File: config.mk
export PLATFORM = sky130hd
export DESIGN_NAME = logic_cluster
export DESIGN_NICKNAME = d
export VERILOG_FILES = /design/src/cluster_pkg.sv /design/src/logic_cluster.sv /design/src/logic_cell.sv
export SDC_FILE = /design/constraint.sdc
export NUM_CORES = 2
export LEC_CHECK = 0
export ABC_AREA = 0
export BUFFER_PORTS_ARGS = -buffer_cell sky130_fd_sc_hd__buf_2
export CORE_AREA = 2 2 365 512
export CTS_CLUSTER_SIZE = 30
export DETAILED_ROUTE_END_ITERATION = 8
export DIE_AREA = 0 0 367 514
export SYNTH_ARGS = -nofsm -noshare
export SYNTH_HDL_FRONTEND = slang
export SYNTH_SLANG_ARGS = --single-unit
File: constraint.sdc
create_clock -name ref_clk -period 4.2 [get_ports ref_clk]
set_input_delay 0.84 -clock ref_clk [delete_from_list [all_inputs] [get_ports ref_clk]]
set_output_delay 0.84 -clock ref_clk [all_outputs]
set_load 0.01 [all_outputs]
File: src/cluster_pkg.sv
// shared constants and carrier types for the logic cluster model
package cluster_pkg;

  localparam int N_CELLS = 10;
  localparam int N_ROW_CLK = 6;
  localparam int N_CLK = 3;
  localparam int N_SRC = 2;
  localparam int N_ACLR = 2;
  localparam int MAX_CTRL = 10;
  localparam int N_ROUTE_IN = 8;
  localparam int LOC_OWN = N_ROUTE_IN;
  localparam int LOC_LEFT = LOC_OWN + N_CELLS;
  localparam int LOC_RIGHT = LOC_LEFT + N_CELLS;
  localparam int N_LOCAL = LOC_RIGHT + N_CELLS;
  localparam int SEL_W = 6;
  localparam int ROW_SEL_W = 3;
  localparam int LUT_IN = 6;
  localparam int RAM_DEPTH = 64;
  localparam int RAM_DEPTH_X2 = 32;
  localparam int RAM_BITS = N_CELLS * RAM_DEPTH;
  localparam int CLUSTER_FANOUT = 3 * N_CELLS;
  localparam int CTRL_CNT_W = 4;
  localparam logic [1:0] CLK_NONE = 2'h3;
  localparam logic CELL_Q_RESET = 1'h0;

  typedef enum logic {MODE_LOGIC, MODE_RAM} cell_mode_t;
  typedef enum logic {RAM_X1, RAM_X2} ram_shape_t;

  // static per-cell configuration
  typedef struct packed {
    logic [LUT_IN-1:0][SEL_W-1:0] data_sel;
    logic [1:0] clk_sel;
    logic aclr_sel;
    logic use_aclr;
    logic use_sclr;
    logic use_sload;
    logic chain_sel;
    logic registered;
    cell_mode_t mode;
  } cell_cfg_t;

  // one cluster-wide clock: source, edge and paired enable line
  typedef struct packed {
    logic src;
    logic fall_edge;
    logic [SEL_W-1:0] en_sel;
  } clk_cfg_t;

  // static configuration of the shared control block
  typedef struct packed {
    logic [N_SRC-1:0][ROW_SEL_W-1:0] row_sel;
    clk_cfg_t [N_CLK-1:0] clk;
    logic [N_ACLR-1:0][SEL_W-1:0] aclr_sel;
    logic [SEL_W-1:0] sclr_sel;
    logic [SEL_W-1:0] sload_sel;
    ram_shape_t shape;
  } ctrl_cfg_t;

  // shared write port of the lookup tables
  typedef struct packed {
    logic en;
    logic [LUT_IN-1:0] addr;
    logic [2*N_CELLS-1:0] data;
  } ram_wr_t;

endpackage

File: src/logic_cluster.sv
// logic cluster: ten cells, register chain, local routing and control block
// How it works
// - the cluster holds ten cells with chains, shared control, local routing and register chain.
// - each cell register can load the register of the cell below it over the chain.
// - the memory-capable variant offers up to 640 bits of dual-port ram in its tables.
// - each ram cell is 64x1 or 32x2, giving a 64x10 or 32x20 cluster array.
// - the memory-capable variant keeps all plain features and each cell is logic or ram.
// - local lines are fed by fabric routing, own cell outputs and left/right direct links.
// - the cluster drives thirty cells: its own ten and ten on each side.
// - control gives three clocks, three enables, two async clears, a sync clear and load.
// - the three cluster clocks come from just two chosen row clock sources.
// - each cluster clock is tied to its own enable for every cell that uses it.
// - using both edges of one source costs two cluster clocks.
// - a low enable stops its cluster clock so its registers see no edge.
// - control is derived from the six row clocks and local routing lines.
// - each register has data, clock, enable, clears and load, or is bypassed.
// - the cluster-wide controls reach the registers in every cell mode.
`timescale 1ns/1ps
module logic_cluster
  import cluster_pkg::*;
#(
  parameter bit MEM_CAPABLE = 1'b1
)(
  input wire logic ref_clk,
  input wire logic rst_b,
  input wire logic [N_ROW_CLK-1:0] row_clk,
  input wire logic [N_ROUTE_IN-1:0] route_in,
  input wire logic [N_CELLS-1:0] left_link_in,
  input wire logic [N_CELLS-1:0] right_link_in,
  input wire logic chain_in,
  input wire ctrl_cfg_t ctrl_cfg,
  input wire cell_cfg_t [N_CELLS-1:0] cell_cfg,
  input wire ram_wr_t ram_wr,
  output logic [N_CELLS-1:0] cell_out_reg,
  output logic [N_CELLS-1:0] aux_out_reg,
  output logic [N_CELLS-1:0] left_link_out_reg,
  output logic [N_CELLS-1:0] right_link_out_reg,
  output logic chain_out_reg,
  output logic [N_CLK-1:0] cluster_clk_tick_reg,
  output logic [CTRL_CNT_W-1:0] ctrl_in_use_reg
);

  logic [N_ROW_CLK-1:0] sync1_reg, sync2_reg, sync3_reg, row_lvl_reg;
  logic [N_SRC-1:0] src_lvl, src_prev_reg, src_rise, src_fall;
  logic [N_CLK-1:0] clk_lvl, clk_edge, clk_idle, en_line, en_hold_reg;
  logic [N_ACLR-1:0] aclr_line;
  logic sclr_line, sload_line;
  logic [N_LOCAL-1:0] local_line;
  logic [N_CELLS-1:0] cell_q, cell_lut, cell_aux, cell_comb, chain_link;
  logic [N_CELLS-1:0] cell_tick, cell_aclr;
  logic [CTRL_CNT_W-1:0] ctrl_in_use_next;

  // out-of-range selects read as a quiet zero
  function automatic logic pick(input logic [N_LOCAL-1:0] l, input logic [SEL_W-1:0] s);
    pick = (int'(s) < N_LOCAL) ? l[s] : 1'h0;
  endfunction

  // own outputs are fed back from their flops so routing cannot form a loop
  assign local_line = {right_link_in, left_link_in, cell_out_reg, route_in};

  // row clocks are pins: three flops, accept a level when stages two and three agree
  always_ff @(posedge ref_clk or negedge rst_b) begin
    if (!rst_b) begin
      sync1_reg <= '0;
      sync2_reg <= '0;
      sync3_reg <= '0;
      row_lvl_reg <= '0;
    end else begin
      sync1_reg <= row_clk;
      sync2_reg <= sync1_reg;
      sync3_reg <= sync2_reg;
      row_lvl_reg <= (sync2_reg == sync3_reg) ? sync3_reg : row_lvl_reg;
    end
  end

  // only two distinct sources per cluster; bad row index gives a still clock
  always_comb begin
    for (int s = 0; s < N_SRC; s++) begin
      src_lvl[s] = (int'(ctrl_cfg.row_sel[s]) < N_ROW_CLK) ?
                   row_lvl_reg[ctrl_cfg.row_sel[s]] : 1'h0;
    end
  end

  always_ff @(posedge ref_clk or negedge rst_b) begin
    if (!rst_b) begin
      src_prev_reg <= '0;
    end else begin
      src_prev_reg <= src_lvl;
    end
  end

  assign src_rise = src_lvl & ~src_prev_reg;
  assign src_fall = ~src_lvl & src_prev_reg;

  // clock enables and the clear/load lines come off local routing
  always_comb begin
    for (int k = 0; k < N_CLK; k++) begin
      clk_lvl[k] = src_lvl[ctrl_cfg.clk[k].src];
      clk_edge[k] = ctrl_cfg.clk[k].fall_edge ? src_fall[ctrl_cfg.clk[k].src] :
                    src_rise[ctrl_cfg.clk[k].src];
      clk_idle[k] = ctrl_cfg.clk[k].fall_edge ? clk_lvl[k] : ~clk_lvl[k];
      en_line[k] = pick(local_line, ctrl_cfg.clk[k].en_sel);
    end
    for (int a = 0; a < N_ACLR; a++) begin
      aclr_line[a] = pick(local_line, ctrl_cfg.aclr_sel[a]);
    end
    sclr_line = pick(local_line, ctrl_cfg.sclr_sel);
    sload_line = pick(local_line, ctrl_cfg.sload_sel);
  end

  // enable may change only in the idle phase, the latch-while-low idea in
  // synchronous form: a clock is never cut or restarted mid pulse
  always_ff @(posedge ref_clk or negedge rst_b) begin
    if (!rst_b) begin
      en_hold_reg <= '0;
    end else begin
      for (int k = 0; k < N_CLK; k++) begin
        if (clk_idle[k]) begin
          en_hold_reg[k] <= en_line[k];
        end
      end
    end
  end

  // gated cluster clock: one tick per active edge while its own enable holds
  always_ff @(posedge ref_clk or negedge rst_b) begin
    if (!rst_b) begin
      cluster_clk_tick_reg <= '0;
    end else begin
      cluster_clk_tick_reg <= clk_edge & en_hold_reg;
    end
  end

  // ten cells, each a register chain link to the next
  generate
    for (genvar i = 0; i < N_CELLS; i++) begin : g_cell
      logic [LUT_IN-1:0] lut_in;
      logic [1:0] wdata;
      for (genvar j = 0; j < LUT_IN; j++) begin : g_in
        assign lut_in[j] = pick(local_line, cell_cfg[i].data_sel[j]);
      end
      // a cell can use only its clock's paired enable, never another one
      assign cell_tick[i] = (cell_cfg[i].clk_sel == CLK_NONE) ? 1'h0 :
                            cluster_clk_tick_reg[cell_cfg[i].clk_sel];
      assign cell_aclr[i] = cell_cfg[i].use_aclr & aclr_line[cell_cfg[i].aclr_sel];
      // 64x10 takes one data bit per cell, 32x20 takes two; logic cells always take one
      assign wdata = (MEM_CAPABLE && cell_cfg[i].mode == MODE_RAM && ctrl_cfg.shape == RAM_X2) ?
                     ram_wr.data[2*i+1:2*i] : {1'h0, ram_wr.data[i]};
      assign chain_link[i] = (i == 0) ? chain_in : cell_q[(i == 0) ? 0 : i-1];
      logic_cell u_cell (
        .ref_clk(ref_clk),
        .rst_b(rst_b),
        .cfg(cell_cfg[i]),
        .ram_en(MEM_CAPABLE),
        .shape(ctrl_cfg.shape),
        .lut_in(lut_in),
        .wr_en(ram_wr.en),
        .wr_addr(ram_wr.addr),
        .wr_data(wdata),
        .tick(cell_tick[i]),
        .aclr(cell_aclr[i]),
        .sclr(cell_cfg[i].use_sclr & sclr_line),
        .sload(cell_cfg[i].use_sload & sload_line),
        .chain_in(chain_link[i]),
        .q_reg(cell_q[i]),
        .lut_out(cell_lut[i]),
        .aux_out(cell_aux[i]),
        .cell_out(cell_comb[i])
      );
    end
  endgenerate

  // three identical flop sets feed own local lines and both neighbours: thirty cells
  always_ff @(posedge ref_clk or negedge rst_b) begin
    if (!rst_b) begin
      cell_out_reg <= '0;
      aux_out_reg <= '0;
      left_link_out_reg <= '0;
      right_link_out_reg <= '0;
      chain_out_reg <= 1'h0;
    end else begin
      cell_out_reg <= cell_comb;
      aux_out_reg <= cell_aux;
      left_link_out_reg <= cell_comb;
      right_link_out_reg <= cell_comb;
      chain_out_reg <= cell_q[N_CELLS-1];
    end
  end

  // count controls in use; a used clock always drags its enable along
  always_comb begin
    logic [N_CLK-1:0] clk_used;
    logic [N_ACLR-1:0] aclr_used;
    logic sclr_used;
    logic sload_used;
    int sum;
    clk_used = '0;
    aclr_used = '0;
    sclr_used = 1'h0;
    sload_used = 1'h0;
    sum = 0;
    for (int i = 0; i < N_CELLS; i++) begin
      if (cell_cfg[i].clk_sel != CLK_NONE) begin
        clk_used[cell_cfg[i].clk_sel] = 1'h1;
      end
      if (cell_cfg[i].use_aclr) begin
        aclr_used[cell_cfg[i].aclr_sel] = 1'h1;
      end
      sclr_used = sclr_used | cell_cfg[i].use_sclr;
      sload_used = sload_used | cell_cfg[i].use_sload;
    end
    for (int k = 0; k < N_CLK; k++) begin
      sum = sum + 2 * int'(clk_used[k]);
    end
    for (int a = 0; a < N_ACLR; a++) begin
      sum = sum + int'(aclr_used[a]);
    end
    sum = sum + int'(sclr_used) + int'(sload_used);
    ctrl_in_use_next = sum[CTRL_CNT_W-1:0];
  end

  always_ff @(posedge ref_clk or negedge rst_b) begin
    if (!rst_b) begin
      ctrl_in_use_reg <= '0;
    end else begin
      ctrl_in_use_reg <= ctrl_in_use_next;
    end
  end

  // checks
  property p_ctrl_limit;
    @(posedge ref_clk) disable iff (!rst_b) ctrl_in_use_reg <= CTRL_CNT_W'(MAX_CTRL);
  endproperty
  a_ctrl_limit: assert property (p_ctrl_limit) else $error("too many controls");

  property p_gate_off;
    @(posedge ref_clk) disable iff (!rst_b) !en_hold_reg[0] |=> !cluster_clk_tick_reg[0];
  endproperty
  a_gate_off: assert property (p_gate_off) else $error("tick while disabled");

  property p_gate_steady;
    @(posedge ref_clk) disable iff (!rst_b)
      !clk_idle[0] && $past(!clk_idle[0]) |-> $stable(en_hold_reg[0]);
  endproperty
  a_gate_steady: assert property (p_gate_steady) else $error("enable moved");

  property p_two_edges;
    @(posedge ref_clk) disable iff (!rst_b)
      (ctrl_cfg.clk[0].src == ctrl_cfg.clk[1].src) &&
      (ctrl_cfg.clk[0].fall_edge != ctrl_cfg.clk[1].fall_edge) |->
      !(cluster_clk_tick_reg[0] && cluster_clk_tick_reg[1]);
  endproperty
  a_two_edges: assert property (p_two_edges) else $error("both edges at once");

  property p_row_sync;
    @(posedge ref_clk) disable iff (!rst_b) $rose(row_lvl_reg[0]) |-> $past(row_clk[0], 3);
  endproperty
  a_row_sync: assert property (p_row_sync) else $error("row clock sync");

  property p_chain;
    @(posedge ref_clk) disable iff (!rst_b)
      cell_cfg[1].chain_sel && cell_tick[1] && !cell_aclr[1] &&
      !(cell_cfg[1].use_sclr && sclr_line) && !(cell_cfg[1].use_sload && sload_line)
      |=> cell_q[1] == $past(cell_q[0]);
  endproperty
  a_chain: assert property (p_chain) else $error("chain shift");

  property p_q_cause;
    @(posedge ref_clk) disable iff (!rst_b)
      $changed(cell_q[0]) |-> $past(cell_tick[0] || cell_aclr[0]);
  endproperty
  a_q_cause: assert property (p_q_cause) else $error("register moved untimed");

  property p_aclr;
    @(posedge ref_clk) disable iff (!rst_b) cell_aclr[0] |=> !cell_q[0];
  endproperty
  a_aclr: assert property (p_aclr) else $error("clear ignored");

  property p_fanout;
    @(posedge ref_clk) disable iff (!rst_b)
      (left_link_out_reg == cell_out_reg) && (right_link_out_reg == cell_out_reg);
  endproperty
  a_fanout: assert property (p_fanout) else $error("link mismatch");

  property p_cov_tick;
    @(posedge ref_clk) disable iff (!rst_b) cluster_clk_tick_reg[0] ##[1:20] !en_hold_reg[0];
  endproperty
  c_cov_tick: cover property (p_cov_tick);

  property p_cov_chain;
    @(posedge ref_clk) disable iff (!rst_b) cell_cfg[1].chain_sel && cell_tick[1];
  endproperty
  c_cov_chain: cover property (p_cov_chain);

  property p_cov_wide;
    @(posedge ref_clk) disable iff (!rst_b) ram_wr.en && (ctrl_cfg.shape == RAM_X2);
  endproperty
  c_cov_wide: cover property (p_cov_wide);

endmodule

File: src/logic_cell.sv
// one logic cell: lookup table or small dual-port ram plus its register
`timescale 1ns/1ps
module logic_cell
  import cluster_pkg::*;
(
  input wire logic ref_clk,
  input wire logic rst_b,
  input wire cell_cfg_t cfg,
  input wire logic ram_en,
  input wire ram_shape_t shape,
  input wire logic [LUT_IN-1:0] lut_in,
  input wire logic wr_en,
  input wire logic [LUT_IN-1:0] wr_addr,
  input wire logic [1:0] wr_data,
  input wire logic tick,
  input wire logic aclr,
  input wire logic sclr,
  input wire logic sload,
  input wire logic chain_in,
  output logic q_reg,
  output logic lut_out,
  output logic aux_out,
  output logic cell_out
);

  logic [RAM_DEPTH-1:0] mem_reg;
  logic wide;
  logic [LUT_IN-2:0] half_addr;
  logic q_next;

  // wide shape only applies when the cell really runs as ram
  assign wide = ram_en && (cfg.mode == MODE_RAM) && (shape == RAM_X2);
  assign half_addr = wide ? wr_addr[LUT_IN-2:0] : '0;

  // truth table in logic mode, storage in ram mode; same bits either way
  always_ff @(posedge ref_clk) begin
    if (wr_en) begin
      if (wide) begin
        mem_reg[{half_addr, 1'h0}] <= wr_data[0];
        mem_reg[{half_addr, 1'h1}] <= wr_data[1];
      end else begin
        mem_reg[wr_addr] <= wr_data[0];
      end
    end
  end

  // read port is independent of the write port (simple dual port)
  always_comb begin
    if (wide) begin
      lut_out = mem_reg[{lut_in[LUT_IN-2:0], 1'h0}];
      aux_out = mem_reg[{lut_in[LUT_IN-2:0], 1'h1}];
    end else begin
      lut_out = mem_reg[lut_in];
      aux_out = 1'h0;
    end
  end

  // priority: clear, then synchronous clear, load, chain or table
  always_comb begin
    if (sclr) begin
      q_next = 1'h0;
    end else if (sload) begin
      q_next = lut_in[0];
    end else if (cfg.chain_sel) begin
      q_next = chain_in;
    end else begin
      q_next = lut_out;
    end
  end

  // asynchronous clear lines come from same-clock logic, so they act at the next ref_clk edge without a tick
  always_ff @(posedge ref_clk or negedge rst_b) begin
    if (!rst_b) begin
      q_reg <= CELL_Q_RESET;
    end else if (aclr) begin
      q_reg <= CELL_Q_RESET;
    end else if (tick) begin
      q_reg <= q_next;
    end
  end

  // combinational functions skip the register
  assign cell_out = cfg.registered ? q_reg : lut_out;

endmodule

; Word-level counts from Yosys, hierarchy flattened
; Index checks and enable logic that the tools add are counted.
[op_classes]
eq_ne = 21
n_reduce_logical = 61
n_lt_le_gt_ge = 253
n_addsub = 6
mux = 583
n_bitwise = 74
[ops]
columns = operator, n
row1 = bitwise mux 64 bit, 30
row2 = "less-than comparator 6 x 7 -> 1 bit, second input constant", 118
row3 = 2-to-1 mux 64 bit, 10
row4 = binary-select mux 1 bit (select 6 bit), 77
row5 = "less-than comparator 6 bit, second input constant", 67
row6 = 2-to-1 mux 1 bit, 353
row7 = "greater-or-equal comparator 6 x 1 -> 1 bit, second input constant", 21
row8 = binary-select mux 1 bit (select 5 bit), 20
row9 = demux 1 bit (select 5 bit), 20
row10 = logical AND 1 bit, 51
row11 = 2-to-1 mux 5 bit, 10
row12 = 2-to-1 mux 2 bit, 20
row13 = bitwise AND 1 bit, 30
row14 = "less-than comparator 2 x 3 -> 1 bit, second input constant", 10
row15 = 2-to-1 mux 3 bit, 10
row16 = bitwise OR 3 bit, 9
row17 = "less-than comparator 1 x 2 -> 1 bit, second input constant", 13
row18 = binary-select mux 1 bit (select 2 bit), 10
row19 = demux 1 bit (select 2 bit), 10
row20 = "equality test 2 bit, second input constant", 10
row21 = "greater-or-equal comparator 2 x 1 -> 1 bit, second input constant", 10
row22 = "inequality test 2 bit, second input constant", 10
row23 = nonzero test 2 bit, 10
row24 = bitwise OR 1 bit, 18
row25 = 15 further kinds, 51
[word_totals]
word_cells = 1031
out_inout_bits = 48
regBits = 707

; Depth between registers and ports, before layout
[depth]
ltp_word = 29
depth_mapped = 18
ltp_nobuf = 11

; By module
; Synthesis repeated with hierarchy kept, for this count alone.
[hier_totals]
hier_cells = 6828
area_unflattened_um2 = 74066.0
[by_module_without_submodules]
columns = module, cells_each, instances, area_per_inst_um2, seq_area_each_um2
row1 = logic_cell at g_cell[0].u_cell ..., 464, 9, 4854.7, 1946.9
row2 = logic_cluster, 2130, 1, 25414.4, 1426.4
row3 = logic_cell at g_cell[9].u_cell, 522, 1, 4959.8, 1946.9

; Worst setup path after synthesis
; No wires, ideal clock.
[synth_timing]
path_kind = input-to-reg
from = in cell_cfg[60] in the netlist's numbering
to = reg g_cell[1].u_cell.q_reg
setup_slack_ps = -142
path_buffers = 1
cell_stages = 11
arrival_ps = 4209
cell_sequence = buf_2 mux4_2 mux4_2 and3b_1 a211oi_2 mux4_2 mux4_2 nor2_1 a311oi_1 a211oi_1 o21ai_0
[synth_between]
elab_chain_cells = 11
elab_cells_between_ends = 14
[synth_rtl]
columns = item, line
row1 = "start, declared", logic_cluster.sv:32  ; input wire cell_cfg_t [N_CELLS-1:0] cell_cfg,
row2 = binary-select mux 1 bit (select 6 bit), logic_cluster.sv:55  ; pick = (int'(s) < N_LOCAL) ? l[s] : 1'h0;
row3 = 2-to-1 mux 1 bit (implied by the code), logic_cluster.sv:55
row4 = 2-to-1 mux 1 bit (*), logic_cluster.sv:55
row5 = binary-select mux 1 bit (select 6 bit) or binary-select mux 1 bit (select 5 bit) (tied branches), "logic_cell.sv:53, logic_cell.sv:50"
row6 = 2-to-1 mux 1 bit (on tied branches), "logic_cell.sv:53, logic_cell.sv:50"
row7 = 2-to-1 mux 1 bit (*), logic_cell.sv:49  ; if (wide) begin
row8 = 2-to-1 mux 1 bit (*), logic_cell.sv:64  ; end else if (cfg.chain_sel) begin
row9 = 2-to-1 mux 1 bit (*), logic_cell.sv:62  ; end else if (sload) begin
row10 = 2-to-1 mux 1 bit (*), logic_cell.sv:60  ; if (sclr) begin
row11 = 2-to-1 mux 1 bit (*), logic_cell.sv:77  ; end else if (tick) begin
row12 = 2-to-1 mux 1 bit (*), logic_cell.sv:75  ; end else if (aclr) begin
row13 = "end signal, assigned", logic_cell.sv:78  ; q_reg <= q_next;
row14 = "end, declared", logic_cell.sv:20  ; output logic q_reg,
; Mark *: on every way between the ends. The rest lies on a longest branch, timed or not. The select of a mux whose other input is x is not followed.
; A chain may end at the register's enable or synchronous reset.

==> impl_results.md <==
- Status: finished, violations left
- Failing checks: setup timing
- FMAX: 230 MHz
- RSZ-0062 raised after global routing: true
- Non-filler instance count after layout: 11.0k
- PD cells: 289 nW/µm²
- Cts-stage hold buffer count: 0
- Synth async-reset ratio: 9.48%
- EDFF count, synth: 640
- # DRC: 0
- Biggest cell delay along the critical path: 0.58 ns
- CP endpoint kind: flop
- Final Cycle Share: 104%
- Layout cells sized above 1: 32.8%
- Port Buf Inserts: 616
- Final GP Congestion: 1.02
- VDD IR max: 0.269 mV
- Post-DRT Antenna Nets: 0
- Vias per Instance: 6.88
- Root Buffer: clkbuf_16
- Setup violators final: 5
- Area leader, netlist: edfxtp_1
- Switching share of power: 36.1%
- Worst path top cell family by delay: simple AND/OR/NAND/NOR gates
- Clk_lat worst skew: 0.71 ns
- CP Class: reg2reg
- Synth cell types: 97
- Top cells by area, synth: edfxtp_1 (26%), mux4_2 (20%), mux2i_1 (9.5%), nor2_1 (3.9%), clkbuf_1 (3.7%)
- Initial antenna violation count: 94
- CTS tree: built
- Post-synthesis sequential area ratio: 28.5%
- First-pass GRT wire length: 550,000 µm
- Rows: 187
- Clock share of power: 28.2%
- Synth-to-layout area growth: 21.3%
- Hold WC Path Type: in2async
- DR vias: 75.8k
- Crit start category: flop
- Placed cell count: 10.8k
- Sw power: 9.28 mW
- Min Hold Slack: 0.232 ns
- Worst Path Buf+Inv: 6
- Slew Limit Headroom: 17.7%
- FF-to-FF setup slack: -0.15 ns
- Final slew viol count: 0
- Fillers: 17.4k
- Syn_nets: 8,230
- Skew final: 0.0324 ns
- Routed len/inst: 36.1 µm
- Yosys synthesis warning count: 0
- Overall Power: 25.7 mW
- Deepest clock path buffer count: 3
- Initial core utilization: 39.8%
- Drt total wl: 398,000 µm
- Fin. Hold Viols: 0
- Final nets: 9,015
- Post-Syn Area: 73,300 µm²
- Total CTS buffers: 75
- Worst Path Required: 4.78 ns
- Clock slew at reported path FFs: 0.07 ns
- Number of global-route vias before repair: 72.1k
- Max cap viols: 0
- Iteration-0 DRC Markers: 11.9k
- Critical Path AT: 4.93 ns
- Top_reg_cell synth: edfxtp_1
- Die Y: 514 µm
- Syn Inst Count: 7,653
- Clk sinks: 707
- Top cell type's share of synthesized area: 26.2%
- Mean Syn Cell Area: 9.58 µm²
- Die X: 367 µm
- CP Max Fanout: 6
- GRT Total Usage: 40.8%
- P_int: 16.5 mW
- Leak: 31.5 nW
- Io pins: 617
- Detail Placement HPWL: 296,000 µm
- Remaining global-route overflow: 0
- Crit path cell chain: buf_6 -> mux4_2 -> mux4_2 -> and3b_1 -> or4_4 -> buf_12 -> buf_12 -> buf_4 -> nand2_4 -> buf_6 -> o22a_1 -> o21ai_1 -> o2111ai_2 -> o31ai_4 -> buf_12 -> nor4_4 -> nor3_2
- Slowest-stage cell, CP: dfrtp_4
- Die ar.: 189,000 µm²
- Final min period: 4.35 ns
- Largest net degree at the start of global routing: 138
- Sequential fraction of design power: 31.1%
- H-tree Lvls: 3
- Logic pwr share: 40.7%
- Drt pass-1 iters: 9
- Worst-Margin Slew: 1.23 ns
- Most common cell on crit path: buf_12
- Core box area: 184,000 µm²
- Number of synthesized register bits: 707
- Max reg flops: 640
- Final WS setup: -0.148 ns
[synth_stat cells (52+ instances only)]
| cell type | number |
|---|---|
| edfxtp_1 | 640 |
| and2_1 | 209 |
| buf_1 | 91 |
| o22ai_1 | 291 |
| a211oi_1 | 88 |
| buf_2 | 94 |
| o21a_1 | 119 |
| a21boi_0 | 126 |
| o21ai_0 | 222 |
| mux2_2 | 167 |
| clkbuf_1 | 730 |
| nor3_1 | 55 |
| dfrtp_1 | 67 |
| a21oi_1 | 519 |
| nor2_1 | 758 |
| o32ai_1 | 52 |
| inv_1 | 111 |
| nor2b_1 | 360 |
| mux4_2 | 666 |
| mux2i_1 | 693 |
| nand3_1 | 143 |
| nand2_1 | 658 |
[repair_timing]
action,CTS,global route
resized for setup,38,77
cloned,2,2
setup buffers,5,22
pin swaps,7,28
hold endpoints to repair,0,0
setup endpoints to repair,12,18
[routing by layer]
layer | routed length (µm) | GRT usage [%] | part of all wire, %
met1 | 129000 | 46.0 | 32
met2 | 174000 | 62.5 | 44
met3 | 52500 | 13.3 | 13
met4 | 41900 | 34.3 | 11
met5 | 514 | 0.103 | 0.13
[layout make-up]
type / count / area, µm² / share of cell area [%]
diodes: 62 / 155 / 0.174
clock buffers: 94 / 2110 / 2.37
clock inverters: 42 / 444 / 0.499
inverters: 111 / 417 / 0.468
multi-input cells: 5873 / 48800 / 54.8
flip-flops and latches: 707 / 20900 / 23.5
well taps: 2457 / 3070 / 3.46
repair buffers: 1670 / 13100 / 14.7
[final timing paths]
kind                       cells after the start                endpoint                  start
min in group ref_clk                           1            sync1_reg[4]             row_clk[4]
hold / removal                                 1  g_cell[1].u_cell.q_reg                  rst_b
setup / recovery                              17  g_cell[2].u_cell.q_reg  right_link_out_reg[9]
hold reg to reg                                0            sync2_reg[0]           sync1_reg[0]
setup reg to reg                              17  g_cell[2].u_cell.q_reg  right_link_out_reg[9]
max in group asynchronous                      2   right_link_out_reg[4]                  rst_b
[through the flow]
step | util, % | setup TNS (ns) | area (µm²) | setup slack [ns]
final | 48.2 | -0.335 | 88900 | -0.148
after global routing | 48.2 | -0.682 | 88900 | -0.211
after CTS | 47.8 | -0.114 | 88200 | -0.0761
after detailed placement | 46.3 | -15.40 | 85300 | -1.50
after global placement | 46.3 | -14.75 | 85300 | -1.39
after floorplan | - | 0 | 73400 | 0.00743
[cells by family (layout without fill, tap and decap cells)]
kind of cell             after synthesis  after routing  share of synthesized area [%]
adder cells (fa/ha/maj)                8              8                          0.167
multiplexers                        1526           1526                           32.5
AND/OR/NAND/NOR                     2486           2486                           16.4
flip-flops                           707            707                           28.5
AO/OA/AOI/OAI                       1843           1843                           16.4
buffers and inverters               1073           1917                           5.91
XOR/XNOR                              10             10                          0.119
other                                  0             62                              0
[power groups by stage]
stage / combinational (mW) / clock (mW) / sequential, mW
6_report: 10.5 / 7.26 / 7.99
5_1_grt: 10.8 / 7.50 / 8.00
3_3_place_gp: 9.78 / 0 / 8.14
3_5_place_dp: 9.85 / 0 / 8.14
2_1_floorplan: 5.55 / 0 / 8.01
4_1_cts: 10.0 / 7.28 / 7.99
[worst reg2reg max path, stage by stage, from the launching register on]
cell and delay [ns]:
dfrtp_4 0.58, buf_6 0.18, mux4_2 0.44, mux4_2 0.45
and3b_1 0.19, or4_4 0.55, buf_12 0.17, buf_12 0.16
buf_4 0.14, nand2_4 0.09, buf_6 0.11, o22a_1 0.12
o21ai_1 0.11, o2111ai_2 0.28, o31ai_4 0.12, buf_12 0.17
nor4_4 0.27, nor3_2 0.08
[placed cells by master (no fill, tap or decap), types with 36 or more instances in the layout]
cell type,synthesis,layout
nand2b_1,46,44
nand3_1,143,141
mux2i_1,693,691
o211ai_1,44,44
diode_2,0,62
o32ai_1,52,51
clkbuf_16,0,82
and2_1,209,206
a21boi_0,126,126
a21oi_1,519,515
a22oi_1,49,49
mux4_2,666,666
nand4_1,36,36
mux2_2,167,167
buf_2,94,614
dfrtp_1,67,57
nand2_1,658,645
o21ai_0,222,213
o21a_1,119,119
nor2b_1,360,357
nand3b_1,37,37
buf_4,41,884
a211oi_1,88,83
inv_1,111,111
edfxtp_1,640,640
buf_12,0,153
o22ai_1,291,289
nor2_1,758,752
nor3_1,55,48
No activity file was read; power rests on OpenSTA's default activity.
